$ cat config.mk
export PLATFORM = sky130hd
export DESIGN_NAME = shsc_sdio_ctrl
export DESIGN_NICKNAME = d
export VERILOG_FILES = /design/src/logic/shsc_pkg.sv /design/src/logic/shsc_sdio_ctrl.sv
export SDC_FILE = /design/constraint.sdc
export NUM_CORES = 1
export LEC_CHECK = 0
export ABC_AREA = 1
export BUFFER_PORTS_ARGS = -buffer_cell sky130_fd_sc_hd__buf_2
export CAP_MARGIN = 20
export CORE_MARGIN = 3
export CORE_UTILIZATION = 32
export CTS_CLUSTER_DIAMETER = 80
export DETAILED_ROUTE_END_ITERATION = 16
export PLACE_DENSITY = 0.62
export RECOVER_POWER = 50
export SYNTH_ARGS = -nofsm -noshare
export SYNTH_HDL_FRONTEND = slang
export SYNTH_SLANG_ARGS = --single-unit
$ cat constraint.sdc
create_clock -name clk_sys_i -period 4.6 [get_ports clk_sys_i]
set_input_delay 0.46 -clock clk_sys_i [delete_from_list [all_inputs] [get_ports clk_sys_i]]
set_output_delay 0.46 -clock clk_sys_i [all_outputs]
set_load 0.005 [all_outputs]
$ cat src/logic/shsc_pkg.sv
// package: register map, field positions and timing for the sdio host control block
`default_nettype none
package shsc_pkg;
    localparam logic [31:0] SHSC_ADDR_HOST_CTRL = 32'h5a000000;
    localparam logic [31:0] SHSC_ADDR_PRESCALER = 32'h5a000004;
    localparam logic [31:0] SHSC_ADDR_CMD_ARG   = 32'h5a000008;
    localparam logic [31:0] SHSC_ADDR_SDIO_CFG  = 32'h5a000040;
    localparam logic [31:0] SHSC_ADDR_SDIO_STAT = 32'h5a000044;

    // host control fields
    localparam int SHSC_CTL_SOFT_RST   = 8;
    localparam int SHSC_CTL_CLK_TYPE   = 5;
    localparam int SHSC_CTL_BYTE_ORD   = 4;
    localparam int SHSC_CTL_IRQ_RCV    = 3;
    localparam int SHSC_CTL_RWAIT_EN   = 2;
    localparam int SHSC_CTL_CLK_OUT_EN = 0;

    // sdio config fields
    localparam int SHSC_CFG_WIDE_BUS   = 0;
    localparam int SHSC_CFG_PRD_TYPE   = 1;

    // sdio status fields
    localparam int SHSC_STAT_CARD_IRQ  = 0;
    localparam int SHSC_STAT_RWAIT_REQ = 1;
    localparam int SHSC_STAT_WIN_OPEN  = 2;

    localparam logic [7:0]  SHSC_PRESCALER_RST = 8'h01;
    localparam logic [31:0] SHSC_CMD_ARG_RST   = 32'h0000_0000;

    // card clocks between packet end and window/read-wait events
    localparam logic [1:0]  SHSC_GAP_CLKS      = 2'h2;

    typedef enum logic [2:0] {
        SHSC_WIN_IDLE,
        SHSC_WIN_DELAY_A,
        SHSC_WIN_SHORT,
        SHSC_WIN_HOLD,
        SHSC_WIN_DELAY_C
    } shsc_win_t;

    typedef enum logic [1:0] {
        SHSC_RW_IDLE,
        SHSC_RW_DELAY,
        SHSC_RW_ACTIVE
    } shsc_rw_t;

    // byte lane picked for transfer step idx under type A or type B order
    function automatic logic [7:0] shsc_pick_byte(input logic [31:0] w,
                                                  input logic [1:0]  idx,
                                                  input logic        half,
                                                  input logic        order_b);
        logic [1:0] lane;
        lane = 2'h0;
        if (half) begin
            lane = order_b ? {1'b0, ~idx[0]} : {1'b0, idx[0]};
        end else begin
            lane = order_b ? ~idx : idx;
        end
        return w[{lane, 3'h0} +: 8];
    endfunction
endpackage
`default_nettype wire

$ cat src/logic/shsc_sdio_ctrl.sv
// sdio interrupt window, read wait, host control, prescaler and argument registers
`timescale 1ns/100ps
`default_nettype none
module shsc_sdio_ctrl
    import shsc_pkg::*;
(
    input  wire logic        clk_sys_i,
    input  wire logic        rstn_i,
    input  wire logic [31:0] addr_i,
    input  wire logic [31:0] wdata_i,
    input  wire logic        wr_i,
    input  wire logic        rd_i,
    output logic      [31:0] rdata_o,
    input  wire logic        data_packet_done_i,
    input  wire logic        multi_block_i,
    input  wire logic        last_block_i,
    input  wire logic        multi_read_i,
    input  wire logic        withdata_cmd_end_i,
    input  wire logic        abort_rsp_end_i,
    input  wire logic [31:0] xfer_word_i,
    input  wire logic [1:0]  xfer_idx_i,
    input  wire logic        xfer_half_i,
    output logic      [7:0]  xfer_byte_o,
    input  wire logic        rx_data_line1_i,
    output logic             tx_data_line2_o,
    output logic             tx_data_line2_oe_o,
    output logic             card_clock_o,
    output logic             clock_type_sel_o,
    output logic             block_soft_reset_o,
    output logic      [31:0] cmd_argument_o,
    output logic             card_irq_pending_o
);
    import shsc_pkg::*;

    logic        soft_rst_r;
    logic        clock_type_sel_r;
    logic        byte_order_sel_r;
    logic        card_irq_receive_en_r;
    logic        read_wait_en_r;
    logic        card_clock_out_en_r;
    logic [7:0]  prescaler_r;
    logic [31:0] cmd_argument_r;
    logic        wide_bus_r;
    logic        irq_period_type_r;
    logic        card_irq_flag_r;
    logic [31:0] rdata_r;
    logic [7:0]  div_cnt_r;
    logic [7:0]  div_cnt_nxt;
    logic        card_clock_r;
    logic        dat1_s1_r;
    logic        dat1_s2_r;
    logic        dat1_s3_r;
    logic        dat1_stable_r;
    shsc_win_t   win_state_r;
    logic [1:0]  win_cnt_r;
    logic        last_block_r;
    shsc_rw_t    rw_state_r;
    logic [1:0]  rw_cnt_r;
    logic        tx_line2_oe_r;
    logic        tx_line2_r;
    logic [7:0]  xfer_byte_r;
    logic [7:0]  div_top;
    logic [7:0]  high_len;
    logic [8:0]  high_sum;
    logic        card_tick;
    logic        win_open;
    logic        wr_ctrl;
    logic        wr_stat;
    logic        wr_pre;
    logic        irq_set;
    logic        rw_clear;

    assign wr_ctrl  = wr_i && (addr_i == SHSC_ADDR_HOST_CTRL);
    assign wr_stat  = wr_i && (addr_i == SHSC_ADDR_SDIO_STAT);
    assign wr_pre   = wr_i && (addr_i == SHSC_ADDR_PRESCALER);
    assign rw_clear = wr_stat && wdata_i[SHSC_STAT_RWAIT_REQ];

    // soft reset pulse, self-clearing
    always_ff @(posedge clk_sys_i or negedge rstn_i) begin
        if (!rstn_i) begin
            soft_rst_r <= 1'b0;
        end else begin
            soft_rst_r <= wr_ctrl && wdata_i[SHSC_CTL_SOFT_RST];
        end
    end

    // host control register
    always_ff @(posedge clk_sys_i or negedge rstn_i) begin
        if (!rstn_i) begin
            clock_type_sel_r      <= 1'b0;
            byte_order_sel_r      <= 1'b0;
            card_irq_receive_en_r <= 1'b0;
            read_wait_en_r        <= 1'b0;
            card_clock_out_en_r   <= 1'b0;
        end else if (soft_rst_r) begin
            clock_type_sel_r      <= 1'b0;
            byte_order_sel_r      <= 1'b0;
            card_irq_receive_en_r <= 1'b0;
            read_wait_en_r        <= 1'b0;
            card_clock_out_en_r   <= 1'b0;
        end else if (wr_ctrl) begin
            clock_type_sel_r      <= wdata_i[SHSC_CTL_CLK_TYPE];
            byte_order_sel_r      <= wdata_i[SHSC_CTL_BYTE_ORD];
            card_irq_receive_en_r <= wdata_i[SHSC_CTL_IRQ_RCV];
            read_wait_en_r        <= wdata_i[SHSC_CTL_RWAIT_EN];
            card_clock_out_en_r   <= wdata_i[SHSC_CTL_CLK_OUT_EN];
        end
    end

    // prescaler, argument and sdio config registers
    always_ff @(posedge clk_sys_i or negedge rstn_i) begin
        if (!rstn_i) begin
            prescaler_r       <= SHSC_PRESCALER_RST;
            cmd_argument_r    <= SHSC_CMD_ARG_RST;
            wide_bus_r        <= 1'b0;
            irq_period_type_r <= 1'b0;
        end else if (soft_rst_r) begin
            prescaler_r       <= SHSC_PRESCALER_RST;
            cmd_argument_r    <= SHSC_CMD_ARG_RST;
            wide_bus_r        <= 1'b0;
            irq_period_type_r <= 1'b0;
        end else if (wr_i) begin
            if (addr_i == SHSC_ADDR_PRESCALER) begin
                prescaler_r <= wdata_i[7:0];
            end
            if (addr_i == SHSC_ADDR_CMD_ARG) begin
                cmd_argument_r <= wdata_i;
            end
            if (addr_i == SHSC_ADDR_SDIO_CFG) begin
                wide_bus_r        <= wdata_i[SHSC_CFG_WIDE_BUS];
                irq_period_type_r <= wdata_i[SHSC_CFG_PRD_TYPE];
            end
        end
    end

    // read data, one cycle after the strobe, zero otherwise
    always_ff @(posedge clk_sys_i or negedge rstn_i) begin
        if (!rstn_i) begin
            rdata_r <= 32'h0000_0000;
        end else begin
            rdata_r <= 32'h0000_0000;
            if (rd_i) begin
                unique case (addr_i)
                    SHSC_ADDR_HOST_CTRL: begin
                        rdata_r[SHSC_CTL_CLK_TYPE]   <= clock_type_sel_r;
                        rdata_r[SHSC_CTL_BYTE_ORD]   <= byte_order_sel_r;
                        rdata_r[SHSC_CTL_IRQ_RCV]    <= card_irq_receive_en_r;
                        rdata_r[SHSC_CTL_RWAIT_EN]   <= read_wait_en_r;
                        rdata_r[SHSC_CTL_CLK_OUT_EN] <= card_clock_out_en_r;
                    end
                    SHSC_ADDR_PRESCALER: begin
                        rdata_r[7:0] <= prescaler_r;
                    end
                    SHSC_ADDR_CMD_ARG: begin
                        rdata_r <= cmd_argument_r;
                    end
                    SHSC_ADDR_SDIO_CFG: begin
                        rdata_r[SHSC_CFG_WIDE_BUS] <= wide_bus_r;
                        rdata_r[SHSC_CFG_PRD_TYPE] <= irq_period_type_r;
                    end
                    SHSC_ADDR_SDIO_STAT: begin
                        rdata_r[SHSC_STAT_CARD_IRQ]  <= card_irq_flag_r;
                        rdata_r[SHSC_STAT_RWAIT_REQ] <= (rw_state_r == SHSC_RW_ACTIVE);
                        rdata_r[SHSC_STAT_WIN_OPEN]  <= win_open;
                    end
                    default: begin
                        rdata_r <= 32'h0000_0000;
                    end
                endcase
            end
        end
    end

    // card clock divider; zero prescaler behaves as one
    assign div_top   = (prescaler_r == 8'h00) ? 8'h01 : prescaler_r;
    assign high_sum  = {1'b0, div_top} + 9'h001;
    assign high_len  = high_sum[8:1];
    assign card_tick = card_clock_out_en_r && (div_cnt_r == div_top);

    always_comb begin
        div_cnt_nxt = 8'h00;
        if (card_clock_out_en_r && (div_cnt_r < div_top)) begin
            div_cnt_nxt = div_cnt_r + 8'h01;
        end
    end

    // prescaler write restarts the count so it never sits above a smaller top;
    // high phase follows the current count so the first pulse is full width
    always_ff @(posedge clk_sys_i or negedge rstn_i) begin
        if (!rstn_i) begin
            div_cnt_r    <= 8'h00;
            card_clock_r <= 1'b0;
        end else if (soft_rst_r || !card_clock_out_en_r || wr_pre) begin
            div_cnt_r    <= 8'h00;
            card_clock_r <= 1'b0;
        end else begin
            div_cnt_r    <= div_cnt_nxt;
            card_clock_r <= (div_cnt_r < high_len);
        end
    end

    // data line 1 synchroniser with agreement filter
    always_ff @(posedge clk_sys_i or negedge rstn_i) begin
        if (!rstn_i) begin
            dat1_s1_r     <= 1'b1;
            dat1_s2_r     <= 1'b1;
            dat1_s3_r     <= 1'b1;
            dat1_stable_r <= 1'b1;
        end else begin
            dat1_s1_r <= rx_data_line1_i;
            dat1_s2_r <= dat1_s1_r;
            dat1_s3_r <= dat1_s2_r;
            if (dat1_s2_r == dat1_s3_r) begin
                dat1_stable_r <= dat1_s3_r;
            end
        end
    end

    // interrupt detection window
    assign win_open = !wide_bus_r
                      || (win_state_r == SHSC_WIN_SHORT)
                      || (win_state_r == SHSC_WIN_HOLD);

    always_ff @(posedge clk_sys_i or negedge rstn_i) begin
        if (!rstn_i) begin
            win_state_r  <= SHSC_WIN_IDLE;
            win_cnt_r    <= 2'h0;
            last_block_r <= 1'b0;
        end else if (soft_rst_r || !wide_bus_r) begin
            win_state_r  <= SHSC_WIN_IDLE;
            win_cnt_r    <= 2'h0;
            last_block_r <= 1'b0;
        end else if (data_packet_done_i) begin
            win_state_r  <= SHSC_WIN_DELAY_A;
            win_cnt_r    <= 2'h0;
            last_block_r <= last_block_i;
        end else if (abort_rsp_end_i && multi_block_i && !irq_period_type_r) begin
            win_state_r <= SHSC_WIN_DELAY_C;
            win_cnt_r   <= 2'h0;
        end else begin
            unique case (win_state_r)
                SHSC_WIN_IDLE: begin
                    win_cnt_r <= 2'h0;
                end
                SHSC_WIN_DELAY_A: begin
                    if (card_tick) begin
                        win_cnt_r <= win_cnt_r + 2'h1;
                        if (win_cnt_r == SHSC_GAP_CLKS - 2'h1) begin
                            win_cnt_r <= 2'h0;
                            if (!multi_block_i) begin
                                win_state_r <= SHSC_WIN_HOLD;
                            end else if (irq_period_type_r && last_block_r) begin
                                win_state_r <= SHSC_WIN_HOLD;
                            end else begin
                                win_state_r <= SHSC_WIN_SHORT;
                            end
                        end
                    end
                end
                SHSC_WIN_SHORT: begin
                    if (card_tick) begin
                        win_cnt_r <= win_cnt_r + 2'h1;
                        if (win_cnt_r == SHSC_GAP_CLKS - 2'h1) begin
                            win_cnt_r   <= 2'h0;
                            win_state_r <= SHSC_WIN_IDLE;
                        end
                    end
                end
                SHSC_WIN_HOLD: begin
                    if (withdata_cmd_end_i) begin
                        win_state_r <= SHSC_WIN_IDLE;
                    end
                end
                SHSC_WIN_DELAY_C: begin
                    if (card_tick) begin
                        win_cnt_r <= win_cnt_r + 2'h1;
                        if (win_cnt_r == SHSC_GAP_CLKS - 2'h1) begin
                            win_cnt_r   <= 2'h0;
                            win_state_r <= SHSC_WIN_HOLD;
                        end
                    end
                end
                default: begin
                    win_state_r <= SHSC_WIN_IDLE;
                end
            endcase
        end
    end

    // sticky card interrupt flag, set wins over clear
    assign irq_set = card_irq_receive_en_r && win_open && !dat1_stable_r;

    always_ff @(posedge clk_sys_i or negedge rstn_i) begin
        if (!rstn_i) begin
            card_irq_flag_r <= 1'b0;
        end else if (soft_rst_r) begin
            card_irq_flag_r <= 1'b0;
        end else begin
            card_irq_flag_r <= irq_set || (card_irq_flag_r
                               && !(wr_stat && wdata_i[SHSC_STAT_CARD_IRQ]));
        end
    end

    // read wait request on data line 2
    always_ff @(posedge clk_sys_i or negedge rstn_i) begin
        if (!rstn_i) begin
            rw_state_r <= SHSC_RW_IDLE;
            rw_cnt_r   <= 2'h0;
        end else if (soft_rst_r || !read_wait_en_r) begin
            rw_state_r <= SHSC_RW_IDLE;
            rw_cnt_r   <= 2'h0;
        end else begin
            unique case (rw_state_r)
                SHSC_RW_IDLE: begin
                    rw_cnt_r <= 2'h0;
                    if (data_packet_done_i && multi_read_i) begin
                        rw_state_r <= SHSC_RW_DELAY;
                    end
                end
                SHSC_RW_DELAY: begin
                    if (card_tick) begin
                        rw_cnt_r <= rw_cnt_r + 2'h1;
                        if (rw_cnt_r == SHSC_GAP_CLKS - 2'h1) begin
                            rw_state_r <= SHSC_RW_ACTIVE;
                        end
                    end
                end
                SHSC_RW_ACTIVE: begin
                    if (rw_clear) begin
                        rw_state_r <= SHSC_RW_IDLE;
                    end
                end
                default: begin
                    rw_state_r <= SHSC_RW_IDLE;
                end
            endcase
        end
    end

    // line 2 driven low while read wait stands, in either bus width
    always_ff @(posedge clk_sys_i or negedge rstn_i) begin
        if (!rstn_i) begin
            tx_line2_oe_r <= 1'b0;
            tx_line2_r    <= 1'b1;
        end else begin
            tx_line2_oe_r <= (rw_state_r == SHSC_RW_ACTIVE) && !soft_rst_r;
            tx_line2_r    <= 1'b0;
        end
    end

    // byte order for the data path
    always_ff @(posedge clk_sys_i or negedge rstn_i) begin
        if (!rstn_i) begin
            xfer_byte_r <= 8'h00;
        end else begin
            xfer_byte_r <= shsc_pick_byte(xfer_word_i, xfer_idx_i, xfer_half_i,
                                          byte_order_sel_r);
        end
    end

    assign rdata_o            = rdata_r;
    assign xfer_byte_o        = xfer_byte_r;
    assign tx_data_line2_o    = tx_line2_r;
    assign tx_data_line2_oe_o = tx_line2_oe_r;
    assign card_clock_o       = card_clock_r;
    assign clock_type_sel_o   = clock_type_sel_r;
    assign block_soft_reset_o = soft_rst_r;
    assign cmd_argument_o     = cmd_argument_r;
    assign card_irq_pending_o = card_irq_flag_r;
endmodule
`default_nettype wire

# Word level (Yosys, flattened, before mapping)

Cells that the tools add are included.

Bits in registers: 114
Bits of input ports: 110
Word-level logic and storage cells: 179

Add/sub/neg operators: 4
$lt $le $gt $ge: 2
Equal/unequal tests: 28
Shifts and indexed selects: 1
Mux-type cells: 67
Bitwise logic cells: 2
Reduce and logical (&&, ||, !) cells: 49

Operators by type and width:

| operator                                                                | number |
|---|---|
| 32-bit by 31-bit equality test with 1-bit output, second input constant | 5 |
| 32-bit two-way mux                                                      | 4 |
| 8-bit two-way mux                                                       | 6 |
| 32-bit by 6-bit variable part select with 8-bit output                  | 1 |
| 3-bit two-way mux                                                       | 10 |
| 2-bit two-way mux                                                       | 14 |
| 24-bit two-way mux                                                      | 1 |
| 1-bit two-way mux                                                       | 23 |
| 5-bit inequality test, second input constant                            | 4 |
| 1-bit logical AND                                                       | 16 |
| 8-bit less-than comparator                                              | 2 |
| 3-bit one-hot mux with 5 select lines                                   | 1 |
| 3-bit inequality test, second input constant                            | 4 |
| 2-bit one-hot mux with 2 select lines                                   | 3 |
| 2-bit nonzero test                                                      | 6 |
| 5-bit by 3-bit inequality test with 1-bit output, second input constant | 2 |
| 2-bit AND reduction                                                     | 5 |
| 8-bit by 1-bit adder with 9-bit output, second input constant           | 1 |
| 3-bit one-hot mux with 3 select lines                                   | 1 |
| 8-bit by 1-bit adder with 8-bit output, second input constant           | 1 |
| 8-bit equality test                                                     | 1 |
| 8-bit logical NOT                                                       | 1 |
| 1-bit one-hot mux with 4 select lines                                   | 2 |
| 8-bit AND reduction                                                     | 1 |
| 22 further kinds                                                        | 38 |

# Longest topological paths before layout

Gate-level depths: netlist (run 1).

Depth in word-level cells: 9
Gate-level depth with buffers: 15

# Worst setup path after synthesis (run 1)

No wires, ideal clock.

Path type: flip-flop to flip-flop
Start: register prescaler_r[0]
End: register card_clock_r, in the netlist card_clock_o
Library setup time: 77 ps
Data arrival time: 1954 ps
Setup slack: 2568 ps
Cell stages (with the launch flop): 16
Buffers on the path: 0
Period minus slack after synthesis: 2032 ps
Path through: dfstp_2 nand2_1 nor2_1 inv_1 nor2_1 nand2_1 nor2_1 nand2_1 nand2_1 nand2_1 ha_1 nand2_1 nor2_1 a211oi_1 nand3_1 a21oi_1

Cells in the longest elaborated chain, start to end: 5

Ends and longest elaborated chain:

| item                                       | line                  | text |
|---|---|---|
| start: declaration                         | shsc_sdio_ctrl.sv:41  | `logic [7:0] prescaler_r;` |
| start signal: assignment                   | shsc_sdio_ctrl.sv:124 | `prescaler_r <= wdata_i[7:0];` |
| 8-bit logical NOT                          | shsc_sdio_ctrl.sv:175 | `assign div_top = (prescaler_r == 8'h00) ? 8'h01 : prescaler_r;` |
| 8-bit two-way mux (*)                      | shsc_sdio_ctrl.sv:175 |  |
| 8-bit by 1-bit adder with 9-bit output (*) | shsc_sdio_ctrl.sv:176 | `assign high_sum = {1'b0, div_top} + 9'h001;` |
| 8-bit less-than comparator (*)             | shsc_sdio_ctrl.sv:198 | `card_clock_r <= (div_cnt_r < high_len);` |
| 1-bit two-way mux (*)                      | shsc_sdio_ctrl.sv:193 | `end else if (soft_rst_r \|\| !card_clock_out_en_r \|\| wr_pre) begin` |
| end signal: assignment                     | shsc_sdio_ctrl.sv:198 |  |
| end: declaration                           | shsc_sdio_ctrl.sv:49  | `logic card_clock_r;` |

Every way passes the cells marked *; elsewhere a longest branch is shown, timed or not.
A chain may end at the register's enable or synchronous reset.

# Worst setup path in the final report (run 1)

Ends and elaborated chain as after synthesis.

==> reports/metrics.yaml, run 1 <==
netlist_area_mm2: 0.00568
synth-seq-cells: 114
hold_start: "rx_data_line1_i"
portBuffers: 187
routed_wl_um: 15800
diodes: 0
fmax_mhz: 421
run_status: "finished clean"
cp-start-kind: "flip-flop"
cts_setup_buffers: 0
crit_path_end_kind: "flip-flop"
crit_arrival_ns: 2.70
fp-row-count: 48
yosysWarningCount: 0
async_flop_share_pct: 100
dr.first_iter.drc_count: 252
wl_per_cell_um: 13.9
holdPathEnd: "dat1_s1_r$_DFF_PN1_"
synth_top_area_share_pct: 47.6
hold_path_class: "in -> reg"
critPathKind: "reg -> reg"
synth_flop_cell: "dfrtp_1"
grt_pass1_vias: 4926
holdPathStages: 1
report.final.slew_viol_count: 0
die_h_um: 139
pin_count: 188
rr_startpoint: "prescaler_r[0]$_DFFE_PN1P_"
postLayoutCoreUtil_pct: 42.3
ant_nets: 0
core_mm2: 0.0174
syn_inst: 714
hold_viol: 0
relSlewSlack_pct: 35.5
wl_met1_um: 7080
critPathMaxFanout: 5
netlist_top_cells_area: "dfrtp_1, nand2_1, nor2_1, inv_1, nand3_1"
worst_skew_pair.late_latency_ns: 0.41
ys_top_cells_by_count: "nand2_1, nor2_1, dfrtp_1"
highest_layer: "met4"
grt_first_pass_wirelength_um: 25300
wl_met3_um: 853
powerDensity_mw_per_mm2: 349
ys_seq_area_share_pct: 50.4
required_ns: 4.92
gr-total-overflow: 0
vias: 5207
synth_cell_types: 36
dpl.hpwl_um: 11800
rrSetupSlack_ns: 2.22
rr_worst_depth: 15
setup_violations: 0
yosysMostFrequentCell: "nand2_1"
grt_usage_pct: 16.3
cts_sinks: 114
area_growth_pct: 29.2
synth_top_area_cell: "dfrtp_1"
synth_edf_count: 0
firstDrtPassIters: 5
synth_fp_nets: 841
whs_ns: 0.152
clk_root_buffer_cell: "clkbuf_16"
fillers: 1785
cts.clk_slew.worst_paths_ns: 0.05
period_minus_slack_ns: 2.38
die_area_mm2: 0.0194
dr_wl_met2_um: 7540
fin_tns_setup_ns: 0
seqCellArea_mm2: 0.00286
multi_input_area_mm2: 0.00233
fin_crit_sh_pct: 51.7
numCtsBuffers: 17
cap_viol_max_count: 0
placed_cells: 1111
post_cts_resized: 0
layout-drive-gt1-share_pct: 22.0
worst_pin_slew_ns: 0.964
clock_skew_ns: 0.00720
r2r_end: "card_clock_o$_DFF_PN0_"
ctsHoldBuffers: 0
cts_tree: "yes"
antenna_found_initial: 0
via_per_inst: 4.56
ir_drop_v: 0.000286
die_w_um: 139
avgSynthCellArea_um2: 7.95
fin_cells: 1143
rsz0062_at_grt: "false"
htreeDepth: 4
p_total_uw: 2560
initial_utilization_pct: 32.7
final_nets: 1032
p_leak_uw: 0.00385
grt_max_degree: 71
cts_buffer_depth: 2
gp_congestion: 0.905
drcViolationCount: 0
## metal layers
| layer | vias to the layer above | global-route usage [%] |
|---|---|---|
| met5 | - | 0 |
| met4 | 0 | 5.92 |
| met3 | 23 | 4.24 |
| met2 | 164 | 26.1 |
| met1 | 2384 | 21.5 |
| li1 | 2636 | - |
## worst max-delay path, stage by stage, from the launching register on
cell and delay (ns):
dfstp_2 0.58, nand2_1 0.08, nor2_1 0.09, inv_1 0.06
nor2_1 0.12, nand2_1 0.15, nor2_1 0.15, nand2_1 0.09
nand2_1 0.07, nand2_1 0.05, ha_1 0.27, nand2_1 0.09
nor2_1 0.05, a211oi_1 0.18, nand3_1 0.12, a21oi_1 0.15
## power by group
part | internal, µW | switching [µW]
combinational | 80.8 | 117
clock | 843 | 472
sequential | 1030 | 12.5
## cell families (layout without fill, tap and decap cells)
kind of cell	count (synthesis)	after routing	synth area share, %
and+or+nand+nor	390	390	28.8
xor gates and xnor gates	7	7	1.08
buffers and inverters	112	316	8.62
DFF	114	114	50.4
AOI/OAI and AO/OA	72	72	7.16
other	1	1	0.0660
adders and majority gates	18	18	3.92
## per-stage QoR
| step | area [µm²] | setup WS, ns |
|---|---|---|
| final | 7340 | 2.22 |
| after global routing | 7340 | 1.93 |
| after CTS | 7390 | 2.22 |
| after detailed placement | 6790 | 2.25 |
| after global placement | 6790 | 2.28 |
| after floorplan | 5680 | 2.57 |
## sequential cells by signal, indices dropped and copies added (netlist names), 2 cells and up
name / flops
rw_cnt_r: 2
rdata_o: 32
win_state_r: 3
rw_state_r: 2
xfer_byte_o: 8
win_cnt_r: 2
div_cnt_r: 8
prescaler_r: 8
cmd_argument_o: 32
## cell type report
class | count | area share (%)
Sequential cell | 114 | 39.0
Multi-Input combinational cell | 488 | 31.7
Timing Repair Buffer | 190 | 12.4
Clock buffer | 21 | 6.41
Inverter | 94 | 4.84
Tap cell | 225 | 3.84
Clock inverter | 11 | 1.76
## worst max-delay path by stage
stage | from | to | cells after the start
3_3_place_gp | prescaler_r[0]$_DFFE_PN1P_ | card_clock_o$_DFF_PN0_ | 15
2_1_floorplan | prescaler_r[0]$_DFFE_PN1P_ | card_clock_o$_DFF_PN0_ | 15
4_1_cts | prescaler_r[0]$_DFFE_PN1P_ | card_clock_o$_DFF_PN0_ | 15
5_1_grt | prescaler_r[0]$_DFFE_PN1P_ | card_clock_o$_DFF_PN0_ | 15
6_report | prescaler_r[0]$_DFFE_PN1P_ | card_clock_o$_DFF_PN0_ | 15
3_5_place_dp | prescaler_r[0]$_DFFE_PN1P_ | card_clock_o$_DFF_PN0_ | 15
## cells in the final DEF, fill, tap and decap left out, types with 5 or more instances in the layout
cell,n
buf_2,146
o32ai_1,8
clkbuf_16,17
nand3_1,54
o21ai_0,45
dfstp_2,5
dfrtp_1,108
clkbuf_1,41
nor2_1,121
xor2_1,6
inv_1,92
nor3_1,10
ha_1,17
nand2_1,183
a21oi_1,13
(Power assumes the default switching activity.)
==> run 2: changes to the inputs <==
- ABC_AREA: 1 -> 0
- PLACE_DENSITY: 0.62 -> 0.64
- clock period: 4.6 -> 2 ns (I/O delays scaled with it)
==> reports/metrics.yaml, run 2 <==
gp_congestion: 0.828  # -8.6%
final_common_cell: "buf_2"
crit_arrival_ns: 2.61  # -0.09 ns
fmax_mhz: 437  # +3.8%
grt_first_pass_wirelength_um: 23300  # -8.1%
dpl.hpwl_um: 11400  # -2.9%
initial_utilization_pct: 32.9  # +0.19 points
fp-row-count: 47  # -2.1%
run_status: "finished with violations"
synth_top_area_share_pct: 49.4  # +1.8 points
die_h_um: 137  # -1.7%
async_flop_share_pct: 100  # unchanged
numCtsBuffers: 17  # unchanged
rr_startpoint: "prescaler_r[2]$_DFFE_PN0P_"
cap_viol_max_count: 0  # unchanged
netlist_area_mm2: 0.00548  # -3.6%
gr-total-overflow: 0  # unchanged
startpoint: "prescaler_r[2]$_DFFE_PN0P_"
p_total_uw: 5900  # +130%
layout-drive-gt1-share_pct: 40.0  # +18 points
rr_worst_depth: 11  # -4
r2r_end: "card_clock_o$_DFF_PN0_"
ant_nets: 0  # unchanged
p_leak_uw: 0.00407  # +5.8%
grt_max_degree: 46  # -35%
worst_pin_slew_ns: 0.957  # -0.00733 ns
cts_buffer_depth: 2  # unchanged
netlist_top_cells_area: "dfrtp_1, mux2i_1, nor2_1, ha_1, mux4_2"
required_ns: 2.32  # -2.60 ns
period_minus_slack_ns: 2.29  # -0.0868 ns
grt_usage_pct: 16.0  # -0.31 points
critPathCapture: "card_clock_o$_DFF_PN0_"
critPathMaxFanout: 2  # -3
fin_crit_sh_pct: 115  # +63 points
die_w_um: 137  # -1.7%
yosysWarningCount: 0  # unchanged
p_sw_share_pct: 21.2  # -2.3 points
worst_skew_pair.late_latency_ns: 0.40  # about the same
synth_fp_nets: 621  # -26%
htreeDepth: 4  # unchanged
powerDensity_mw_per_mm2: 761  # +120%
ir_drop_v: 0.000689  # +140%
rsz0062_at_grt: "true"
fin_tns_setup_ns: -1.71  # -1.71 ns
avgSynthCellArea_um2: 11.1  # +39%
portBuffers: 187  # unchanged
grt_pass1_vias: 4511  # -8.4%
p_switching_uw: 1250  # +110%
synth_top_area_cell: "dfrtp_1"
drcViolationCount: 0  # unchanged
place_ws_ns: -0.339  # -2.59 ns
synth_edf_count: 0  # unchanged
setup_ws_ns: -0.290  # -2.51 ns
area_growth_pct: 41.5
routed_wl_um: 15200  # -4.3%
p_clk_share_pct: 54.8  # +3.4 points
postLayoutCoreUtil_pct: 46.6  # +4.3 points
clock_skew_ns: 0.00821  # +0.00101 ns
syn_inst: 494  # -31%
die_area_mm2: 0.0187  # -3.4%
seqCellArea_mm2: 0.00286  # unchanged
crit_path_end_kind: "flip-flop"
ys_top_cells_by_count: "dfrtp_1, nor2_1, mux2i_1"
relSlewSlack_pct: 36.2  # +0.67 points
dr.first_iter.drc_count: 271  # +7.5%
critPathKind: "reg -> reg"
rrSetupSlack_ns: -0.29  # -2.51 ns
cp-start-kind: "flip-flop"
hold_viol: 0  # unchanged
fin_cells: 967  # -15%
vias: 4577  # -12%
violations: "setup timing"
core_mm2: 0.0166  # -4.1%
firstDrtPassIters: 5  # unchanged
hold_path_class: "in -> reg"
synth-seq-cells: 114  # unchanged
final_cell_mix: "buf_2, dfrtp_1, nor2_1"
diodes: 0  # unchanged
antenna_found_initial: 0  # unchanged
fillers: 1570  # -12%
combinationalPowerShare_pct: 5.2  # -2.5 points
synth_flop_cell: "dfrtp_1"
setup_violations: 11  # +11
ys_seq_area_share_pct: 52.2  # +1.9 points
cts.clk_slew.worst_paths_ns: 0.06  # about the same
yosysMostFrequentCell: "dfrtp_1"
p_seq_share_pct: 40.1  # -0.8 points
pin_count: 188  # unchanged
cts_tree: "yes"
report.final.slew_viol_count: 0  # unchanged
synth_cell_types: 59  # +64%
wl_per_cell_um: 15.7  # +13%
via_per_inst: 4.73  # +3.9%
internal_power_uw: 4650  # +140%
placed_cells: 925  # -17%
final_nets: 861  # -17%
cts_sinks: 114  # unchanged
clk_root_buffer_cell: "clkbuf_16"
multi_input_area_mm2: 0.00255  # +9.5%
==> run 2: power by group through the flow <==
| stage | logic (µW) | clock network [µW] | registers [µW] |
|---|---|---|---|
| floorplan | 101 | 0 | 2390 |
| global placement | 305 | 0 | 2400 |
| detailed placement | 310 | 0 | 2400 |
| CTS | 318 | 3300 | 2360 |
| global route | 342 | 3400 | 2370 |
| finish | 304 | 3230 | 2360 |
==> run 2: area by class of cell <==
cell class,instances,share of cell area [%]
multi-input cells,343,32.9
clock inverters,12,2.34
inverters,15,0.727
well taps,220,3.55
clock buffers,20,5.89
flip-flops and latches,114,36.9
repair buffers,243,17.7
==> run 2: what timing repair did <==
item / 4_1_cts / 5_1_grt
gates resized for setup: 10 / 14
hold endpoints to repair: 35 / 0
hold buffers: 2 / 0
setup endpoints to repair: 12 / 18
setup buffers: 6 / 2
pin swaps: 16 / 12
==> run 2: how the worst min path moves through the flow <==
stage | start | to | slack (ns) | cells after the start
2_1_floorplan | rstn_i | block_soft_reset_o$_DFF_PN0_ | -0.1 | 0
3_3_place_gp | rstn_i | cmd_argument_o[20]$_DFFE_PN0P_ | 0.21 | 1
3_5_place_dp | rstn_i | rdata_o[17]$_DFF_PN0_ | 0.22 | 1
4_1_cts | wdata_i[29] | cmd_argument_o[29]$_DFFE_PN0P_ | 0.01 | 3
5_1_grt | wdata_i[13] | cmd_argument_o[13]$_DFFE_PN0P_ | 0.03 | 3
6_report | wdata_i[29] | cmd_argument_o[29]$_DFFE_PN0P_ | 0.03 | 3
==> run 2: routing by layer <==
layer  routed length [µm]  vias to the layer above  global-route usage [%]
li1                     -                     2235                       -
met1                 6330                     2193                    20.3
met2                 7760                      139                    26.8
met3                  947                       10                    4.78
met4                  124                        0                    4.05
met5                    0                        -                       0
==> run 2: kinds of logic (layout without fill, tap and decap cells) <==
kind of cell	after synthesis	count (layout)	share of synthesized area, %
AO/OA/AOI/OAI	61	61	7.24
XOR/XNOR	15	15	2.54
adder cells (fa/ha/maj)	19	19	4.25
buffers and inverters	37	290	3.31
flip-flops	114	114	52.2
multiplexers	48	48	10.6
other	1	1	0.0685
AND/OR/NAND/NOR	199	199	19.7
==> run 2: worst max-delay path: stages (launching register included) <==
cell     delay (ns)
dfrtp_1        0.39
nor4_2         0.31
nand3_1        0.17
buf_4          0.17
buf_4          0.12
buf_4          0.12
buf_4          0.12
buf_4          0.12
buf_4          0.12
a311o_1        0.27
a21o_1         0.18
a31oi_1        0.13
==> run 2: per-stage QoR <==
stage,area (µm²),hold WS [ns]
after floorplan,5490,-0.0956
after global placement,6970,0.205
after detailed placement,6970,0.216
after CTS,7720,0.0122
after global routing,7750,0.0315
final,7750,0.0271
